[config.mk]
export PLATFORM = sky130hd
export DESIGN_NAME = limit_regs
export DESIGN_NICKNAME = d
export VERILOG_FILES = /design/src/core/limit_pkg.sv /design/src/core/level_binner.sv /design/src/core/limit_regs.sv
export SDC_FILE = /design/constraint.sdc
export NUM_CORES = 1
export LEC_CHECK = 0
export ABC_AREA = 1
export BUFFER_PORTS_ARGS = -buffer_cell sky130_fd_sc_hd__buf_4
export CORE_MARGIN = 1
export CORE_UTILIZATION = 45
export CTS_CLUSTER_DIAMETER = 200
export DETAILED_ROUTE_END_ITERATION = 8
export PLACE_DENSITY = 0.7
export SYNTH_ARGS = -nofsm -noshare
export SYNTH_HDL_FRONTEND = slang
export SYNTH_SLANG_ARGS = --single-unit
[constraint.sdc]
create_clock -name i_clk -period 7.1 [get_ports i_clk]
set_input_delay 1.065 -clock i_clk [delete_from_list [all_inputs] [get_ports i_clk]]
set_output_delay 1.065 -clock i_clk [all_outputs]
set_load 0.1 [all_outputs]
[src/core/limit_pkg.sv]
// Shared constants for the current and temperature limit register block.
// What this block does
// - Current warning register exponent bits 15:11 are read-only zero, one ampere per step.
// - Bits 10:6 of both limit registers are reserved and read as zero, except bits 8:6 of a broadcast current read.
// - Current warning bits 5:0 select the averaged output current warning threshold.
// - Any mantissa is stored and read back; hardware applies the nearest supported level.
// - A nonvolatile load restores a fixed mantissa code for each supported level.
// - Writes changing read-only bits 15:6 (only 15:11 on a split broadcast write) are refused, discarded, and raise cml and ivd flags.
// - Current mantissa bins to 5 A steps: below 8 is 5 A, 53 up is 55 A.
// - Broadcast write, two phases: add one, shift right one, then bin as phase level.
// - Broadcast write, four phases: add two, shift right two, then bin as phase level.
// - Broadcast write, three phases: stack level goes through its own lookup table.
// - Broadcast current read: only the primary answers, with phase level times stack size.
// - A digital comparator checks die temperature against the selected fault threshold.
// - Temperature limit exponent is read-only 00010b, four degrees per step.
// - Temperature bits 5:0 select the fault threshold; default restores 145 degrees.
// - Temperature mantissa bins: below 30 is 115 C, 37 up is 150 C.
// - Warn when averaged output current exceeds the binned warning threshold.
// - A temperature fault sets the temperature fault flag and raises the alert line.
package limit_pkg;

  localparam logic [7:0] CMD_OCW_LIMIT = 8'h4A;
  localparam logic [7:0] CMD_OT_LIMIT = 8'h4F;
  localparam logic [7:0] PHASE_ALL = 8'hFF;

  localparam int EXP_LSB = 11;
  localparam int RSV_LSB = 6;
  localparam int MANT_W = 6;
  localparam int STACK_LVL_W = 11;
  localparam logic [4:0] OCW_EXP = 5'h00;
  localparam logic [4:0] OT_EXP = 5'h02;
  localparam logic [4:0] RSV_VAL = 5'h00;

  localparam logic [5:0] OCW_RST_CODE = 6'h1E;
  localparam logic [5:0] OT_RST_CODE = 6'h24;

  localparam int OCW_LEVELS = 11;
  localparam int OT_LEVELS = 8;
  localparam int OCW_STEP_A = 5;

  // Lower bounds of every level above the lowest, packed 11 bits each, lowest bound in the low slice.
  localparam logic [10*11-1:0] OCW_BOUNDS = {11'd53, 11'd48, 11'd43, 11'd38, 11'd33,
                                             11'd28, 11'd23, 11'd18, 11'd13, 11'd8};
  localparam logic [10*11-1:0] OCW3_BOUNDS = {11'd158, 11'd143, 11'd128, 11'd113, 11'd98,
                                              11'd83, 11'd68, 11'd53, 11'd38, 11'd23};
  localparam logic [7*11-1:0] OT_BOUNDS = {11'd37, 11'd36, 11'd35, 11'd34, 11'd32, 11'd31, 11'd30};

  localparam logic [7:0] OT_DEGC [OT_LEVELS] = '{8'h73, 8'h78, 8'h7D, 8'h82, 8'h87, 8'h8C, 8'h91, 8'h96};
  localparam logic [5:0] OT_RESTORE [OT_LEVELS] = '{6'h1D, 6'h1E, 6'h1F, 6'h20, 6'h22, 6'h23, 6'h24, 6'h25};

  function automatic logic [5:0] ocw_amps(input logic [3:0] lvl);
    ocw_amps = 6'((lvl + 4'h1) * OCW_STEP_A);
  endfunction

endpackage

[src/core/level_binner.sv]
// Maps a value onto a level index by counting the level bounds it has reached.
`timescale 1ns/1ps
module level_binner #(
  parameter int N = 10,
  parameter int W = 11,
  parameter int LW = 4,
  parameter logic [N*W-1:0] BOUNDS = '0
) (
  input wire logic [W-1:0] i_value,
  output logic [LW-1:0] o_level
);

  logic [N-1:0] reached;

  genvar g;
  generate
    for (g = 0; g < N; g++) begin : g_bound
      assign reached[g] = (i_value >= BOUNDS[g*W +: W]);
    end
  endgenerate

  // Bounds rise with the index, so the count of reached bounds is the level.
  always_comb begin
    o_level = '0;
    for (int k = 0; k < N; k++) begin
      o_level = o_level + LW'(reached[k]);
    end
  end

endmodule // level_binner

[src/core/limit_regs.sv]
// Current warning and die temperature fault limit registers with their comparators.
`timescale 1ns/1ps
module limit_regs
  import limit_pkg::*;
#(
  parameter int IOUT_W = 8,
  parameter int TEMP_W = 8
) (
  input wire logic i_clk,
  input wire logic i_rst,
  input wire logic i_wr_stb,
  input wire logic i_rd_stb,
  input wire logic [7:0] i_cmd,
  input wire logic [7:0] i_phase,
  input wire logic [15:0] i_wr_data,
  input wire logic [2:0] i_stack_number,
  input wire logic i_primary,
  input wire logic i_nvm_load,
  input wire logic [3:0] i_nvm_ocw_level,
  input wire logic [2:0] i_nvm_ot_level,
  input wire logic i_cml_clr,
  input wire logic i_temp_flag_clr,
  input wire logic [IOUT_W-1:0] i_iout_avg,
  input wire logic [TEMP_W-1:0] i_die_temp,
  output logic o_wr_ack,
  output logic o_wr_nack,
  output logic o_rd_valid,
  output logic o_rd_silent,
  output logic [15:0] o_rd_data,
  output logic [5:0] o_ocw_amps,
  output logic [7:0] o_ot_degc,
  output logic o_ocw_warn,
  output logic o_ot_fault,
  output logic o_cml_flag,
  output logic o_ivd_flag,
  output logic o_temp_fault_flag,
  output logic o_alert
);

  // Decode of the incoming transaction.
  wire logic is_ocw = (i_cmd == CMD_OCW_LIMIT);
  wire logic is_ot = (i_cmd == CMD_OT_LIMIT);
  wire logic bcast = (i_phase == PHASE_ALL);
  wire logic stack_multi = (i_stack_number > 3'd1);
  wire logic split_wr = is_ocw & bcast & stack_multi;

  wire logic [4:0] wr_exp = i_wr_data[15:EXP_LSB];
  wire logic [4:0] wr_rsv = i_wr_data[EXP_LSB-1:RSV_LSB];
  wire logic [5:0] wr_mant = i_wr_data[MANT_W-1:0];
  wire logic [STACK_LVL_W-1:0] stack_lvl = i_wr_data[STACK_LVL_W-1:0];

  // A split write carries a stack level wider than the mantissa, so only its exponent is checked.
  wire logic ocw_fixed_ok = split_wr ? (wr_exp == OCW_EXP) :
                            ((wr_exp == OCW_EXP) && (wr_rsv == RSV_VAL));
  wire logic ot_fixed_ok = (wr_exp == OT_EXP) && (wr_rsv == RSV_VAL);
  wire logic wr_ok = is_ocw ? ocw_fixed_ok : ot_fixed_ok;
  wire logic wr_hit = i_wr_stb & (is_ocw | is_ot);
  wire logic wr_take = wr_hit & wr_ok;
  wire logic wr_refuse = wr_hit & ~wr_ok;

  // Stack level divided among phases, rounded to nearest with halves up.
  wire logic [11:0] stack_plus1 = {1'b0, stack_lvl} + 12'h001;
  wire logic [11:0] stack_plus2 = {1'b0, stack_lvl} + 12'h002;
  wire logic [10:0] phase_half = stack_plus1[11:1];
  wire logic [10:0] phase_quarter = {1'b0, stack_plus2[11:2]};
  wire logic [10:0] phase_lvl = (i_stack_number == 3'd4) ? phase_quarter : phase_half;

  logic [5:0] ocw_code_r;
  logic [5:0] ocw_code_nxt;
  logic [5:0] ot_code_r;
  logic [5:0] ot_code_nxt;
  logic [3:0] ocw_lvl;
  logic [3:0] split_lvl;
  logic [3:0] split3_lvl;
  logic [2:0] ot_lvl;

  // The applied current level always follows the stored mantissa.
  level_binner #(
    .N(OCW_LEVELS - 1),
    .W(11),
    .LW(4),
    .BOUNDS(OCW_BOUNDS)
  ) u_ocw_apply (
    .i_value({5'h00, ocw_code_r}),
    .o_level(ocw_lvl)
  );

  level_binner #(
    .N(OCW_LEVELS - 1),
    .W(11),
    .LW(4),
    .BOUNDS(OCW_BOUNDS)
  ) u_ocw_split (
    .i_value(phase_lvl),
    .o_level(split_lvl)
  );

  level_binner #(
    .N(OCW_LEVELS - 1),
    .W(11),
    .LW(4),
    .BOUNDS(OCW3_BOUNDS)
  ) u_ocw_split3 (
    .i_value(stack_lvl),
    .o_level(split3_lvl)
  );

  level_binner #(
    .N(OT_LEVELS - 1),
    .W(11),
    .LW(3),
    .BOUNDS(OT_BOUNDS)
  ) u_ot_apply (
    .i_value({5'h00, ot_code_r}),
    .o_level(ot_lvl)
  );

  // Split writes store the fixed restore code of the binned level so the readback matches hardware.
  wire logic [3:0] split_sel = (i_stack_number == 3'd3) ? split3_lvl : split_lvl;
  wire logic [5:0] split_code = ocw_amps(split_sel);

  // Nonvolatile loads carry a level index; out-of-range indices saturate at the top level.
  wire logic [3:0] nvm_ocw_sat = (i_nvm_ocw_level > 4'(OCW_LEVELS - 1)) ? 4'(OCW_LEVELS - 1) : i_nvm_ocw_level;
  wire logic [5:0] nvm_ocw_code = ocw_amps(nvm_ocw_sat);
  wire logic [5:0] nvm_ot_code = OT_RESTORE[i_nvm_ot_level];

  always_comb begin
    ocw_code_nxt = ocw_code_r;
    if (wr_take && is_ocw) begin
      ocw_code_nxt = split_wr ? split_code : wr_mant;
    end else if (i_nvm_load) begin
      ocw_code_nxt = nvm_ocw_code;
    end
  end

  always_comb begin
    ot_code_nxt = ot_code_r;
    if (wr_take && is_ot) begin
      ot_code_nxt = wr_mant;
    end else if (i_nvm_load) begin
      ot_code_nxt = nvm_ot_code;
    end
  end

  always_ff @(posedge i_clk or posedge i_rst) begin
    if (i_rst) begin
      ocw_code_r <= OCW_RST_CODE;
      ot_code_r <= OT_RST_CODE;
    end else begin
      ocw_code_r <= ocw_code_nxt;
      ot_code_r <= ot_code_nxt;
    end
  end

  // Write answers, one cycle after the strobe.
  logic wr_ack_r;
  logic wr_nack_r;

  always_ff @(posedge i_clk or posedge i_rst) begin
    if (i_rst) begin
      wr_ack_r <= 1'b0;
      wr_nack_r <= 1'b0;
    end else begin
      wr_ack_r <= wr_take;
      wr_nack_r <= wr_refuse;
    end
  end

  // Sticky communication flags; a new refusal in the clear cycle keeps the flag set.
  logic cml_flag_r;
  logic ivd_flag_r;
  wire logic cml_flag_nxt = wr_refuse | (cml_flag_r & ~i_cml_clr);
  wire logic ivd_flag_nxt = wr_refuse | (ivd_flag_r & ~i_cml_clr);

  always_ff @(posedge i_clk or posedge i_rst) begin
    if (i_rst) begin
      cml_flag_r <= 1'b0;
      ivd_flag_r <= 1'b0;
    end else begin
      cml_flag_r <= cml_flag_nxt;
      ivd_flag_r <= ivd_flag_nxt;
    end
  end

  // Read path.
  wire logic [8:0] stack_amps = 9'(ocw_amps(ocw_lvl) * i_stack_number);
  wire logic rd_hit = i_rd_stb & (is_ocw | is_ot);
  wire logic rd_bcast_ocw = is_ocw & bcast;
  wire logic rd_quiet = rd_hit & rd_bcast_ocw & ~i_primary;
  wire logic rd_answer = rd_hit & ~rd_quiet;

  wire logic [15:0] ocw_word = {OCW_EXP, RSV_VAL, ocw_code_r};
  wire logic [15:0] ocw_bcast_word = {OCW_EXP, 2'b00, stack_amps};
  wire logic [15:0] ot_word = {OT_EXP, RSV_VAL, ot_code_r};
  wire logic [15:0] rd_word = is_ot ? ot_word : (rd_bcast_ocw ? ocw_bcast_word : ocw_word);

  logic rd_valid_r;
  logic rd_silent_r;
  logic [15:0] rd_data_r;

  always_ff @(posedge i_clk or posedge i_rst) begin
    if (i_rst) begin
      rd_valid_r <= 1'b0;
      rd_silent_r <= 1'b0;
      rd_data_r <= 16'h0000;
    end else begin
      rd_valid_r <= rd_answer;
      rd_silent_r <= rd_quiet;
      if (rd_answer) begin
        rd_data_r <= rd_word;
      end
    end
  end

  // Thresholds in physical units.
  wire logic [5:0] ocw_thr = ocw_amps(ocw_lvl);
  wire logic [7:0] ot_thr = OT_DEGC[ot_lvl];

  // Comparators are registered so the warn and fault outputs never glitch on a threshold change.
  wire logic ocw_warn_nxt = (i_iout_avg > IOUT_W'(ocw_thr));
  wire logic ot_fault_nxt = (i_die_temp >= TEMP_W'(ot_thr));

  logic ocw_warn_r;
  logic ot_fault_r;
  logic temp_flag_r;
  wire logic temp_flag_nxt = ot_fault_r | (temp_flag_r & ~i_temp_flag_clr);

  always_ff @(posedge i_clk or posedge i_rst) begin
    if (i_rst) begin
      ocw_warn_r <= 1'b0;
      ot_fault_r <= 1'b0;
      temp_flag_r <= 1'b0;
    end else begin
      ocw_warn_r <= ocw_warn_nxt;
      ot_fault_r <= ot_fault_nxt;
      temp_flag_r <= temp_flag_nxt;
    end
  end

  // Threshold outputs are registered copies so they only move a cycle after the stored code.
  logic [5:0] ocw_amps_r;
  logic [7:0] ot_degc_r;

  always_ff @(posedge i_clk or posedge i_rst) begin
    if (i_rst) begin
      ocw_amps_r <= 6'h00;
      ot_degc_r <= 8'h00;
    end else begin
      ocw_amps_r <= ocw_thr;
      ot_degc_r <= ot_thr;
    end
  end

  assign o_wr_ack = wr_ack_r;
  assign o_wr_nack = wr_nack_r;
  assign o_rd_valid = rd_valid_r;
  assign o_rd_silent = rd_silent_r;
  assign o_rd_data = rd_data_r;
  assign o_ocw_amps = ocw_amps_r;
  assign o_ot_degc = ot_degc_r;
  assign o_ocw_warn = ocw_warn_r;
  assign o_ot_fault = ot_fault_r;
  assign o_cml_flag = cml_flag_r;
  assign o_ivd_flag = ivd_flag_r;
  assign o_temp_fault_flag = temp_flag_r;
  // Alert is a level that stays up while any sticky flag is set.
  assign o_alert = temp_flag_r | cml_flag_r;

endmodule // limit_regs

==> qor_table.md <==
| Group | Result | This run |
|:---|:---|:---|
| finish | Layout-stage area growth over the synthesis result | 29.46% |
| place | Detailed placement HPWL | 11.17 mm |
| global routing | Largest net degree at the start of global routing | 45 |
| global routing | Overflow left after global routing | 0 |
| routing | Number of design rule violations left after detail routing | 0 |
| synthesis | Number of distinct standard cells referenced by the synthesized netlist | 41 |
| synthesis | Async set or reset register ratio after synthesis | 1.000 |
| clocking | Post-CTS Hold Fix Bufs | 0 |
| sta | Ratio of final minimum period to clock period | 0.9685 |
| critical path | WP buf/inv | 5 |
| clocking | TritonCTS clock tree | built |
| clocking | Bufs on Longest Clock Path | 2 |
| synthesis | Warnings from Yosys | 0 |
| floorplan | Die H | 113.1 um |
| global routing | Vias in the first global route | 5479 |
| synthesis | Most used flip-flop cell after synthesis | dfrtp_1 |
| finish | Number of antenna diodes | 0 |
| sta | Worst-case hold slack | 0.4774 ns |
| synthesis | Largest cells by area after synthesis | dfrtp_1 (17%), ha_1 (15%), nand2_1 (12%) |
| sta | Number of hold violations in the final report | 0 |
| finish | Net count reported at finish | 1116 |
| clocking | Clock Sink Count | 44 |
| synthesis | Fraction of synthesized cell area taken by the top area cell type | 0.1713 |
| sta | Max Clock Freq | 145.4 MHz |
| synthesis | Most frequently used cell type in the post-synthesis netlist | nand2_1 |
| place | Count of port buffers added during placement | 99 |
| floorplan | Core area | 12010 um2 |
| floorplan | Number of top-level pins | 106 |
| synthesis | Area leader, netlist | dfrtp_1 |
| routing | Length of the first detailed-routing pass in iterations | 6 |
| sta | Number of setup violations in the final report | 0 |
| sta | Measured slew at the worst slew-check pin | 0.5612 ns |
| clocking | TritonCTS Buffers | 5 |
| min path | Worst min path class | reg -> reg |
| floorplan | Starting Density | 0.4622 |
| floorplan | Overall die width | 113.1 um |
| global routing | Wire length of the first global-routing pass | 22.94 mm |
| routing | Via Count | 5539 |
| sta | Largest clock skew in the final design | 0.004167 ns |
| routing | Count of nets left with antenna violations after detail routing | 0 |
| clocking | Clock root buffer | clkbuf_16 |
| critical path | Crit start category | flop |
| critical path | CP delay by family, top | adder cells |
| floorplan | Site Rows | 40 |
| critical path | Maximum fanout along the worst path | 4 |
| synthesis | Post-synth EDFFs | 0 |
| synthesis | Instance count of the mapped netlist | 792 |
| global routing | Global routing usage summed across all routing layers | 0.2161 |
| global routing | Antenna violations before repair | 0 |
| critical path | Max stage delay on crit path | 0.54 ns |
| synthesis | Register area share after synthesis | 0.1997 |
| synthesis | Post-synth design cell area | 5552 um2 |
| routing | Routed WL per cell | 12.22 um |
| critical path | Sort of element at the end of the critical path | flop |
| routing | Average vias per placed instance | 5.026 |
| job | Number of max-cap violations | 0 |
| floorplan | Floorplan die area | 12780 um2 |
| sta | Minimum period implied by the final worst setup slack | 6.876 ns |
| critical path | Arrival time of the worst setup path | 7.03 ns |
| routing | Final wirelength | 13.47 mm |
| synthesis | Post-Synthesis Mean Instance Area | 7.010 um2 |
| critical path | Critical-path cell with the highest stage delay | fa_2 |
| synthesis | Most frequent cells after synthesis | nand2_1 (174), inv_1 (142), nor2_1 (72) |
| finish | Fraction of final layout cells sized beyond drive strength 1 | 0.2607 |
| clocking | Total number of H-tree levels | 2 |
| critical path | Required time reported for the critical path endpoint | 7.26 ns |
| clocking | Worst skew pair latency | 0.28 ns |
| synthesis | Synth Register Bits | 44 |
| sta | Max-slew headroom at the worst pin | 0.6248 |
| outcome | Result of the run | completed |
| critical path | Kind of critical path | reg -> reg |
| clocking | Clock slew seen by the registers of the worst setup and hold paths | 0.06 ns |
| sta | Max-slew violation count | 0 |
| place | Routability cong. | 0.9406 |
| routing | Starting DRT DRC Count | 273 |
## registers in the layout, indices dropped and copies added, names as in the netlist
register	flops
o_rd_valid	1
o_ocw_warn	1
o_wr_ack	1
o_temp_fault_flag	1
o_rd_silent	1
o_ivd_flag	1
o_ocw_amps	6
ot_code_r	6
o_rd_data	10
o_wr_nack	1
o_ot_fault	1
ocw_code_r	6
o_cml_flag	1
o_ot_degc	7
## cells in the final DEF (no fill, tap or decap), drive strengths merged, types with 29 or more instances in the layout
cell   count
nand2    182
buf      170
inv      151
nor2      81
ha        67
nand3     66
dfrtp     38
o21ai     38
a21oi     35
fa        29
## through the flow
stage | setup WS (ns) | std cells | cell area, um2 | utilization | setup TNS, ns
after floorplan | 0.1258 | 798 | 5574 | - | 0
after global placement | -0.1156 | 1090 | 6872 | 0.5721 | -0.1676
after detailed placement | -0.2236 | 1090 | 6872 | 0.5721 | -0.5921
after CTS | 0.01777 | 1099 | 7030 | 0.5853 | 0
after global routing | -0.07119 | 1102 | 7187 | 0.5983 | -0.2001
final | 0.2237 | 1102 | 7187 | 0.5983 | 0
## worst paths after layout
path                                            from                           to  slack, ns  cells after the start
max                        ocw_code_r[3]$_DFFE_PP1P_     o_rd_data[6]$_DFFE_PP0P_       0.22                     25
min                             o_ot_fault$_DFF_PP0_  o_temp_fault_flag$_DFF_PP0_       0.48                      1
max reg2reg                ocw_code_r[3]$_DFFE_PP1P_     o_rd_data[6]$_DFFE_PP0P_       0.22                     25
min reg2reg                     o_ot_fault$_DFF_PP0_  o_temp_fault_flag$_DFF_PP0_       0.48                      1
max in group asynchronous                      i_rst    ocw_code_r[1]$_DFFE_PP1P_       5.79                      3
min in group asynchronous                      i_rst       o_ot_degc[4]$_DFF_PP0_       0.92                      3
## cell type report
type,instances,area (um2)
Inverter,153,574.3
Tap cell,147,183.9
Clock buffer,5,125.1
Clock inverter,3,23.77
Multi-Input combinational cell,580,3895
Timing Repair Buffer,170,1276
Fill cell,1132,4825
Sequential cell,44,1109
## what timing repair did
item | 4_1_cts | 5_1_grt
buffers inserted | 1 | 3
endpoints found under the hold margin | 0 | 0
endpoints found under the setup margin | 3 | 6
pin swaps | 3 | 19
resized for setup | 1 | 29
## routing by layer
layer	vias up	global-route usage	routed length (um)
li1	2828	-	-
met4	0	0.05351	243
met1	2553	0.2536	5640
met2	137	0.4209	7101
met3	21	0.01768	480
met5	-	0	0
## logic make-up after synthesis
logic type	share of synthesized area
other	0.0006755
buffers and inverters	0.1273
AND/OR/NAND/NOR	0.2815
XOR/XNOR	0.02209
AO/OA/AOI/OAI	0.1131
adder cells (fa/ha/maj)	0.2556
flip-flops	0.1997
Power is not shown: default switching activity piles up to over one toggle a cycle in this logic, so the estimate is an artifact.
